<file path="config.mk">
export PLATFORM = sky130hd
export DESIGN_NAME = smps_pwm_gen
export DESIGN_NICKNAME = d
export VERILOG_FILES = /design/src/verilog/pwm_pkg.sv /design/src/verilog/blank_if.sv /design/src/verilog/blank_timer.sv /design/src/verilog/smps_pwm_gen.sv
export VERILOG_INCLUDE_DIRS = /design/src /design/src/verilog
export SDC_FILE = /design/constraint.sdc
export NUM_CORES = 1
export LEC_CHECK = 0
export BUFFER_PORTS_ARGS = -buffer_cell sky130_fd_sc_hd__buf_4
export CAP_MARGIN = 20
export CORE_MARGIN = 10
export CORE_UTILIZATION = 25
export CTS_CLUSTER_DIAMETER = 50
export DETAILED_ROUTE_END_ITERATION = 8
export PLACE_DENSITY = 0.51
export SYNTH_ARGS = -nofsm -noshare
export SYNTH_HDL_FRONTEND = slang
export SYNTH_HIERARCHICAL = 1
export SYNTH_SLANG_ARGS = --single-unit
</file>
<file path="constraint.sdc">
create_clock -name ref_clk_in -period 7.5 [get_ports ref_clk_in]
set_input_delay 0.75 -clock ref_clk_in [delete_from_list [all_inputs] [get_ports ref_clk_in]]
set_output_delay 0.75 -clock ref_clk_in [all_outputs]
set_load 0.1 [all_outputs]
</file>
<file path="src/verilog/pwm_map.svh">
`ifndef PWM_MAP_SVH
`define PWM_MAP_SVH

// register indices on the plain register port
`define REG_FAULT_CTRL 3'h0
`define REG_TRIG_CMP 3'h1
`define REG_BLANK_CTRL 3'h2
`define REG_PERIOD 3'h3
`define REG_DUTY 3'h4
`define REG_PHASE 3'h5
`define REG_MODE 3'h6
`define REG_STATUS 3'h7

// reset values
`define FAULT_CTRL_RST 16'h0003
`define TRIG_CMP_RST 16'h0000
`define BLANK_CTRL_RST 16'h0000
`define PERIOD_RST 16'h0063
`define DUTY_RST 16'h0031
`define PHASE_RST 16'h0000
`define MODE_RST 16'h0000

// fault control fields
`define FSRC_MSB 6
`define FSRC_LSB 3
`define FPOL_BIT 2
`define FMOD_MSB 1
`define FMOD_LSB 0
`define FMOD_OVERRIDE 2'h1
`define FMOD_OFF 2'h3

// fault source codes
`define FSRC_CMP1 4'h0
`define FSRC_CMP4 4'h3
`define FSRC_SH1 4'h8
`define FSRC_SH4 4'hB
`define FSRC_IND2 4'hD
`define FSRC_IND4 4'hF

// trigger compare and blanking fields
`define TRIGGER_COMPARE_FIELD_MSB 15
`define TRIGGER_COMPARE_FIELD_LSB 3
`define BLK_HR_BIT 15
`define BLK_HF_BIT 14
`define BLK_LR_BIT 13
`define BLK_LF_BIT 12
`define BLK_FLT_BIT 11
`define BLK_CL_BIT 10
`define BLK_DUR_MSB 9
`define BLK_DUR_LSB 3

// mode register fields and codes
`define MODE_MSB 2
`define MODE_LSB 0
`define FDAT_HIGH_BIT 5
`define FDAT_LOW_BIT 4
`define MODE_EDGE 3'h0
`define MODE_COMPL 3'h1
`define MODE_PUSH 3'h2
`define MODE_MULTI 3'h3
`define MODE_VARPH 3'h4

// timing
`define BLANK_STEP_NS 8
`define CLK_PERIOD_NS 10

`endif

</file>
<file path="src/verilog/pwm_pkg.sv">
package pwm_pkg;
	typedef enum logic [4:0] {
		MODE_EDGE_S = 5'b00001,
		MODE_COMPL_S = 5'b00010,
		MODE_PUSH_S = 5'b00100,
		MODE_MULTI_S = 5'b01000,
		MODE_VARPH_S = 5'b10000
	} mode_t;
endpackage

</file>
<file path="src/verilog/blank_if.sv">
`timescale 1ns/100ps
`default_nettype none
interface blank_if #(parameter int CNT_W = 8);
	logic start;
	logic [CNT_W-1:0] cycles;
	logic active;
	modport ctrl(output start, output cycles, input active);
	modport timer(input start, input cycles, output active);
endinterface
`default_nettype wire

</file>
<file path="src/verilog/blank_timer.sv">
`timescale 1ns/100ps
`default_nettype none
module blank_timer #(
	parameter int CNT_W = 8
) (
	// clock and reset
	input wire logic ref_clk_in,
	input wire logic rst_in,
	// control side
	blank_if.timer bus
);
	logic [CNT_W-1:0] cnt_q;

	if (CNT_W < 7 || CNT_W > 16) begin : g_bad_w
		$error("blank_timer CNT_W must lie in 7..16");
	end

	// a new enabled edge restarts the window rather than extending it
	always_ff @(posedge ref_clk_in) begin
		if (rst_in) begin
			cnt_q <= '0;
		end else if (bus.start && bus.cycles != '0) begin
			cnt_q <= bus.cycles;
		end else if (cnt_q != '0) begin
			cnt_q <= cnt_q - 1'b1;
		end
	end

	assign bus.active = (cnt_q != '0);
endmodule
`default_nettype wire

</file>
<file path="src/verilog/smps_pwm_gen.sv">
// The placing of the registers and the plain strobed port are this design's own decisions.
`timescale 1ns/100ps
`default_nettype none
`include "pwm_map.svh"
// Overview of operation
// - codes 0000-0011 pick comparators one to four
// - codes 1000-1011 pick shared fault inputs
// - 1101, 1111 pick independent faults; rest reserved
// - polarity bit set means fault active low
// - fault mode 01 forces override data
// - fault mode 11 ignores fault; 00/10 reserved
// - trigger compare is 13 bits, low three zero
// - four enables pick edges starting blanking
// - fault blank enable masks fault during blanking
// - limit blank enable masks limit during blanking
// - blanking duration counts in 8 ns steps
// - edge mode asserts while count <= duty
// - output deasserts once count exceeds duty
// - count reaching period restarts the cycle
// - complementary mode drives low as inverse
// - push-pull alternates pulse between pins
// - multi-phase adds phase, output comes earlier
// - variable phase also gives complementary low
// - override holds until next cycle start
module smps_pwm_gen #(
	parameter int CNT_W = 13,
	parameter int BLANK_W = 8
) (
	// clock and reset
	input wire logic ref_clk_in,
	input wire logic rst_in,
	// register port
	input wire logic [2:0] reg_addr_in,
	input wire logic [15:0] reg_wdata_in,
	input wire logic reg_wr_in,
	input wire logic reg_rd_in,
	output logic [15:0] reg_rdata_out,
	// fault and current-limit pins
	input wire logic [3:0] comparator_in,
	input wire logic [3:0] shared_fault_in,
	input wire logic [1:0] indep_fault_in,
	input wire logic curlim_in,
	// switch outputs and trigger
	output logic high_output_pin_out,
	output logic low_output_pin_out,
	output logic trig_event_out
);
	if (CNT_W < 4 || CNT_W > 16) begin : g_bad_cnt
		$error("CNT_W must lie in 4..16");
	end

	////////////////////////////////////////////////////////////////////////////
	// pin synchronisers

	logic [10:0] pins_w;
	logic [10:0] sync1_q;
	logic [10:0] sync2_q;

	assign pins_w = {curlim_in, indep_fault_in, shared_fault_in, comparator_in};

	always_ff @(posedge ref_clk_in) begin
		if (rst_in) begin
			sync1_q <= 11'h000;
			sync2_q <= 11'h000;
		end else begin
			sync1_q <= pins_w;
			sync2_q <= sync1_q;
		end
	end

	////////////////////////////////////////////////////////////////////////////
	// functions

	function automatic logic sel_fault(input logic [3:0] code, input logic [9:0] s);
		logic r;
		r = 1'b0;
		if (code <= `FSRC_CMP4) begin
			r = s[code[1:0]];
		end else if (code >= `FSRC_SH1 && code <= `FSRC_SH4) begin
			r = s[4 + code[1:0]];
		end else if (code == `FSRC_IND2) begin
			r = s[8];
		end else if (code == `FSRC_IND4) begin
			r = s[9];
		end
		return r;
	endfunction

	function automatic pwm_pkg::mode_t decode_mode(input logic [2:0] code);
		pwm_pkg::mode_t m;
		case (code)
			`MODE_COMPL: m = pwm_pkg::MODE_COMPL_S;
			`MODE_PUSH: m = pwm_pkg::MODE_PUSH_S;
			`MODE_MULTI: m = pwm_pkg::MODE_MULTI_S;
			`MODE_VARPH: m = pwm_pkg::MODE_VARPH_S;
			default: m = pwm_pkg::MODE_EDGE_S;
		endcase
		return m;
	endfunction

	// least time rounds up; a zero duration yields no window at all
	function automatic logic [BLANK_W-1:0] blank_cycles(input logic [6:0] dur);
		logic [15:0] ns;
		ns = 16'(dur) * 16'(`BLANK_STEP_NS);
		return BLANK_W'((ns + 16'(`CLK_PERIOD_NS - 1)) / 16'(`CLK_PERIOD_NS));
	endfunction

	////////////////////////////////////////////////////////////////////////////
	// registers

	logic [15:0] fcl_q;
	logic [15:0] trig_q;
	logic [15:0] blank_q;
	logic [CNT_W-1:0] per_q;
	logic [CNT_W-1:0] duty_q;
	logic [CNT_W-1:0] phase_q;
	logic [2:0] mode_q;
	logic [1:0] fdat_q;
	// a literal cannot be part-selected, so the reset word gets a name first
	localparam logic [15:0] MODE_RST_C = `MODE_RST;

	always_ff @(posedge ref_clk_in) begin
		if (rst_in) begin
			fcl_q <= `FAULT_CTRL_RST;
			trig_q <= `TRIG_CMP_RST;
			blank_q <= `BLANK_CTRL_RST;
			per_q <= CNT_W'(`PERIOD_RST);
			duty_q <= CNT_W'(`DUTY_RST);
			phase_q <= CNT_W'(`PHASE_RST);
			mode_q <= MODE_RST_C[`MODE_MSB:`MODE_LSB];
			fdat_q <= MODE_RST_C[`FDAT_HIGH_BIT:`FDAT_LOW_BIT];
		end else if (reg_wr_in) begin
			case (reg_addr_in)
				`REG_FAULT_CTRL: fcl_q <= reg_wdata_in;
				`REG_TRIG_CMP: trig_q <= {reg_wdata_in[15:3], 3'h0};
				`REG_BLANK_CTRL: blank_q <= {reg_wdata_in[15:3], 3'h0};
				`REG_PERIOD: per_q <= reg_wdata_in[CNT_W-1:0];
				`REG_DUTY: duty_q <= reg_wdata_in[CNT_W-1:0];
				`REG_PHASE: phase_q <= reg_wdata_in[CNT_W-1:0];
				`REG_MODE: begin
					mode_q <= reg_wdata_in[`MODE_MSB:`MODE_LSB];
					fdat_q <= reg_wdata_in[`FDAT_HIGH_BIT:`FDAT_LOW_BIT];
				end
				default: ;
			endcase
		end
	end

	logic [3:0] fault_source_select;
	logic fault_polarity;
	logic [1:0] fault_mode;
	logic high_rise_blank_trig;
	logic high_fall_blank_trig;
	logic low_rise_blank_trig;
	logic low_fall_blank_trig;
	logic fault_blank_enable;
	logic curlim_blank_enable;
	logic [6:0] blanking_duration;
	logic [12:0] trigger_compare_field;
	pwm_pkg::mode_t mode_w;

	assign fault_source_select = fcl_q[`FSRC_MSB:`FSRC_LSB];
	assign fault_polarity = fcl_q[`FPOL_BIT];
	assign fault_mode = fcl_q[`FMOD_MSB:`FMOD_LSB];
	assign high_rise_blank_trig = blank_q[`BLK_HR_BIT];
	assign high_fall_blank_trig = blank_q[`BLK_HF_BIT];
	assign low_rise_blank_trig = blank_q[`BLK_LR_BIT];
	assign low_fall_blank_trig = blank_q[`BLK_LF_BIT];
	assign fault_blank_enable = blank_q[`BLK_FLT_BIT];
	assign curlim_blank_enable = blank_q[`BLK_CL_BIT];
	assign blanking_duration = blank_q[`BLK_DUR_MSB:`BLK_DUR_LSB];
	assign trigger_compare_field = trig_q[`TRIGGER_COMPARE_FIELD_MSB:`TRIGGER_COMPARE_FIELD_LSB];
	assign mode_w = decode_mode(mode_q);

	////////////////////////////////////////////////////////////////////////////
	// time base

	logic [CNT_W-1:0] tmr_q;
	logic [CNT_W-1:0] start_w;
	logic wrap_w;
	logic phased_w;
	logic pp_q;

	assign wrap_w = (tmr_q >= per_q);
	assign phased_w = (mode_w == pwm_pkg::MODE_MULTI_S) || (mode_w == pwm_pkg::MODE_VARPH_S);
	// a phase beyond the period would never wrap cleanly, so it starts at zero
	assign start_w = (phased_w && phase_q <= per_q) ? phase_q : '0;

	always_ff @(posedge ref_clk_in) begin
		if (rst_in) begin
			tmr_q <= '0;
		end else if (wrap_w) begin
			tmr_q <= start_w;
		end else begin
			tmr_q <= tmr_q + 1'b1;
		end
	end

	always_ff @(posedge ref_clk_in) begin
		if (rst_in) begin
			pp_q <= 1'b0;
		end else if (wrap_w && mode_w == pwm_pkg::MODE_PUSH_S) begin
			pp_q <= ~pp_q;
		end
	end

	always_ff @(posedge ref_clk_in) begin
		if (rst_in) begin
			trig_event_out <= 1'b0;
		end else begin
			trig_event_out <= (16'(tmr_q) == 16'(trigger_compare_field));
		end
	end

	////////////////////////////////////////////////////////////////////////////
	// fault qualification and override

	blank_if #(.CNT_W(BLANK_W)) blk ();
	logic fault_sel_w;
	logic fault_act_w;
	logic fault_ok_w;
	logic curlim_ok_w;
	logic ovr_set_w;
	logic ovr_q;

	assign fault_sel_w = sel_fault(fault_source_select, sync2_q[9:0]);
	assign fault_act_w = fault_sel_w ^ fault_polarity;
	assign fault_ok_w = fault_act_w && !(fault_blank_enable && blk.active);
	assign curlim_ok_w = sync2_q[10] && !(curlim_blank_enable && blk.active);
	// reserved modes 00 and 10 behave as disabled
	assign ovr_set_w = (fault_mode == `FMOD_OVERRIDE) && fault_ok_w;

	// a fault in the wrap cycle itself still latches: set beats clear
	always_ff @(posedge ref_clk_in) begin
		if (rst_in) begin
			ovr_q <= 1'b0;
		end else begin
			ovr_q <= ovr_set_w || (ovr_q && !wrap_w);
		end
	end

	////////////////////////////////////////////////////////////////////////////
	// output generation

	logic raw_w;
	logic high_d;
	logic low_d;

	assign raw_w = (tmr_q <= duty_q);

	always_comb begin
		high_d = raw_w;
		low_d = 1'b0;
		case (mode_w)
			pwm_pkg::MODE_EDGE_S: low_d = 1'b0;
			pwm_pkg::MODE_COMPL_S: low_d = ~raw_w;
			pwm_pkg::MODE_PUSH_S: begin
				high_d = raw_w && !pp_q;
				low_d = raw_w && pp_q;
			end
			pwm_pkg::MODE_MULTI_S: low_d = 1'b0;
			pwm_pkg::MODE_VARPH_S: low_d = ~raw_w;
			default: low_d = 1'b0;
		endcase
		if (ovr_q) begin
			high_d = fdat_q[1];
			low_d = fdat_q[0];
		end
	end

	always_ff @(posedge ref_clk_in) begin
		if (rst_in) begin
			high_output_pin_out <= 1'b0;
			low_output_pin_out <= 1'b0;
		end else begin
			high_output_pin_out <= high_d;
			low_output_pin_out <= low_d;
		end
	end

	////////////////////////////////////////////////////////////////////////////
	// blanking start: edges are taken from the next pin values so the window
	// opens on the same edge that moves the pin

	assign blk.start = (high_rise_blank_trig && high_d && !high_output_pin_out)
		|| (high_fall_blank_trig && !high_d && high_output_pin_out)
		|| (low_rise_blank_trig && low_d && !low_output_pin_out)
		|| (low_fall_blank_trig && !low_d && low_output_pin_out);
	assign blk.cycles = blank_cycles(blanking_duration);

	blank_timer #(.CNT_W(BLANK_W)) u_blank (
		.ref_clk_in(ref_clk_in),
		.rst_in(rst_in),
		.bus(blk)
	);

	////////////////////////////////////////////////////////////////////////////
	// read port

	logic [15:0] status_w;

	assign status_w = {9'h000, low_output_pin_out, high_output_pin_out, pp_q,
		curlim_ok_w, fault_ok_w, blk.active, ovr_q};

	always_ff @(posedge ref_clk_in) begin
		if (rst_in) begin
			reg_rdata_out <= 16'h0000;
		end else if (reg_rd_in) begin
			case (reg_addr_in)
				`REG_FAULT_CTRL: reg_rdata_out <= fcl_q;
				`REG_TRIG_CMP: reg_rdata_out <= trig_q;
				`REG_BLANK_CTRL: reg_rdata_out <= blank_q;
				`REG_PERIOD: reg_rdata_out <= 16'(per_q);
				`REG_DUTY: reg_rdata_out <= 16'(duty_q);
				`REG_PHASE: reg_rdata_out <= 16'(phase_q);
				`REG_MODE: reg_rdata_out <= {10'h000, fdat_q, 1'b0, mode_q};
				`REG_STATUS: reg_rdata_out <= status_w;
				default: reg_rdata_out <= 16'h0000;
			endcase
		end else begin
			reg_rdata_out <= 16'h0000;
		end
	end
endmodule
`default_nettype wire
</file>
==> metrics.md <==
| Metric | Value |
|---|---|
| Max Clock Skew | 11.12 ps |
| DR pass1 iterations | 8 |
| Total negative slack | 0 ps |
| Largest family of logic cells by synthesized area | simple AND/OR/NAND/NOR gates |
| CTS clk-pin slew, worst paths | 70 ps |
| Post-Route WL | 26660 µm |
| Minimum clock period | 5459 ps |
| CTS tree | yes |
| Max VDD drop | 0.1441 mV |
| Vias post-DR | 7408 |
| Register area | 0.003003 mm² |
| Outcome | finished, final reports clean |
| Fmax achieved | 183.2 MHz |
| Final non-filler cell total | 1504 |
| Syn_nets | 1115 |
| Area of the multi-input gates | 0.004851 mm² |
| Filler cells | 3515 |
| Die X-Extent | 202.1 µm |
| Placed cells | 1473 |
| Synth Flop Type | dfxtp_1 |
| Synthesized area | 0.008285 mm² |
| Synth cell types | 71 |
| Post-synthesis sequential area ratio | 0.3624 |
| Routed wire per std cell | 17.72 µm |
| Largest net degree at the start of global routing | 67 |
| Aggregate global routing overflow | 0 |
| CTS max path bufs | 2 |
| Core region area | 0.03262 mm² |
| Initial antenna violation count | 0 |
| Routed vias/inst | 4.926 |
| N_diodes | 0 |
| P per Cell Area | 214.8 mW/mm² |
| Crit path launch type | flop |
| Simple-gate share of the synthesized area | 0.2354 |
| Total Nets Final | 1131 |
| Row count | 66 |
| Global router's overall resource usage | 0.1296 |
| Drt drc | 0 |
| Die area | 0.04082 mm² |
| PostCTS Resize Cnt | 0 |
| Routed Antenna Nets | 0 |
| # H-tree levels | 4 |
| Avg Inst Size Synth | 8.013 µm² |
| Final hold viol count | 0 |
| Pins Over Slew Limit | 0 |
| Ports | 53 |
| I/O Buffers | 52 |
| Final setup fails | 0 |
| CP endpoint kind | flop |
| Max-Cap Viols | 0 |
| Hold Path Class | flop to flop |
| Top-area cell type share of the netlist area | 0.3624 |
| Vias in the first global route | 7192 |
| Critical Path AT | 5800 ps |
| Clock sinks | 150 |
| Adder-Cell Fraction of Synth Area | 0.07098 |
| Clk_lat worst skew | 430 ps |
| Post-Synth XOR/XNOR Area | 0.03805 |
| Post-route clock period utilization | 0.7278 |
| CTS buffer count | 17 |
| Cells after Synth | 1034 |
| Slew HR | 0.3103 |
| Synth-to-Final Area Change | 15.80% |
| RSZ-0062 raised after global routing | no |
| Leakage dissipation | 3.586 nW |
| Chip height | 202.1 µm |
| CTS Root Buffer Type | clkbuf_16 |
| DRT iter0 DRCs | 621 |
| Asr flop ratio synth | 0 |
| First-pass GRT wire length | 41850 µm |
| Synth Area in Compound Gates | 0.1913 |
| Top cell type by total area after synthesis | dfxtp_1 |
| Top post-synthesis cells by area | dfxtp_1 (36%), nand2_1 (8.8%), ha_1 (7.1%), a21oi_1 (6.3%), nor2_1 (3.2%) |
| Synth warnings | 6 |
| Detailed placement HPWL | 19170 µm |
| Register bit total from synthesis | 150 |
| Peak fanout along the critical path | 20 |
| Routability congestion estimate | 0.8642 |
| Slew @ Worst Pin | 1028 ps |
| Post-synth EDFFs | 0 |
| # Post-CTS Setup Buffers | 0 |
| Post-synthesis mux area share | 0.04908 |
| Setup Crit Path Kind | flop to flop |
| Initial Utilization | 0.2540 |
| Cts hold-fix bufs | 0 |
| Share of cells above drive strength 1 | 0.1045 |
| CP Data Required Time | 7840 ps |
placed cells by master, fill, tap and decap left out, types with 13 or more instances in the layout:
master / instances
a21oi_1: 105
inv_1: 45
nor2b_1: 41
nand3_1: 32
xor2_1: 20
nor2_1: 70
dfxtp_1: 150
xnor2_1: 16
ha_1: 47
clkbuf_16: 17
o2bb2ai_1: 13
nand2_1: 195
nand3b_1: 14
o21ai_0: 30
mux2i_1: 26
buf_4: 57
kinds of logic after synthesis:
group	after synthesis
multiplexers	36
AO/OA/AOI/OAI	242
flip-flops	150
AND/OR/NAND/NOR	418
adder cells (fa/ha/maj)	47
XOR/XNOR	36
buffers and inverters	105
routing by layer:
layer  track usage  wire (µm)  vias up
li1              -          -     3643
met1        0.1801      13220     3519
met2        0.1943      11540      208
met3       0.02399       1252       38
met4       0.04859        638        0
met5             0          0        -
path summary, 6_finish.rpt:
| kind | startpoint | endpoint | slack, ps | depth (start not counted) |
|---|---|---|---|---|
| worst max-delay path | blank_q[3]$_SDFFE_PP0P_ | u_blank/cnt_q[5]$_SDFFE_PP0P_ | 2040 | 15 |
| worst min-delay path | sync1_q[3]$_SDFF_PP0_ | sync2_q[3]$_SDFF_PP0_ | 440 | 1 |
| worst max register to register | blank_q[3]$_SDFFE_PP0P_ | u_blank/cnt_q[5]$_SDFFE_PP0P_ | 2040 | 15 |
| worst min register to register | sync1_q[3]$_SDFF_PP0_ | sync2_q[3]$_SDFF_PP0_ | 440 | 1 |
power breakdown:
group          total, mW  switching, mW  internal (mW)
clock              0.882          0.383          0.499
sequential         0.866         0.0343          0.832
combinational      0.312          0.189          0.123
total               2.06          0.607           1.45
cells in the mapped netlist (all sizes together), types with 7 or more instances:
library cell,count
a211oi,10
a21oi,105
a221oi,11
and3,8
buf,28
clkbuf,32
dfxtp,150
ha,47
inv,45
mux2,7
mux2i,26
nand2,195
nand2b,11
nand3,32
nand3b,14
nor2,70
nor2b,41
nor3,13
nor4,8
o21a,12
o21ai,33
o22ai,8
o2bb2ai,13
xnor2,16
xor2,20
through the flow:
step / area, µm² / setup WS, ps / power [mW] / util / hold WS, ps
5_1_grt: 9594 / 1550 / 2.147 / 0.2941 / 455.4
3_3_place_gp: 9004 / 2218 / 1.190 / 0.2760 / 422.3
2_1_floorplan: 8285 / 3651 / 1.098 / - / 413.8
3_5_place_dp: 9004 / 2119 / 1.196 / 0.2760 / 422.0
4_1_cts: 9594 / 2114 / 2.073 / 0.2941 / 438.6
6_report: 9594 / 2041 / 2.061 / 0.2941 / 436.8
area by class of cell:
class                   count  area share
clock inverters            14     0.01721
flip-flops and latches    150      0.3130
repair buffers             57     0.04460
inverters                  45     0.01761
multi-input cells         779      0.5056
clock buffers              17     0.04434
well taps                 442     0.05764
sequential cells by signal, summed over array words and instances (netlist names), 13 cells and up:
name           count
duty_q            13
per_q             13
trig_q            13
blank_q           13
reg_rdata_out     16
phase_q           13
fcl_q             16
tmr_q             13
worst max-delay path, stage by stage (launching register included):
cell and delay [ps]:
dfxtp_1 710, ha_1 750, o21ai_0 150, a21oi_1 160, o311ai_0 140, a22oi_1 730, o221ai_1 370, xnor2_1 260
ha_1 230, a211oi_2 160, xor2_1 210, o2111ai_1 150, or4_1 590, o21ai_2 410, nor2_1 110, a311oi_2 240
No activity file was read; power rests on OpenSTA's default activity.
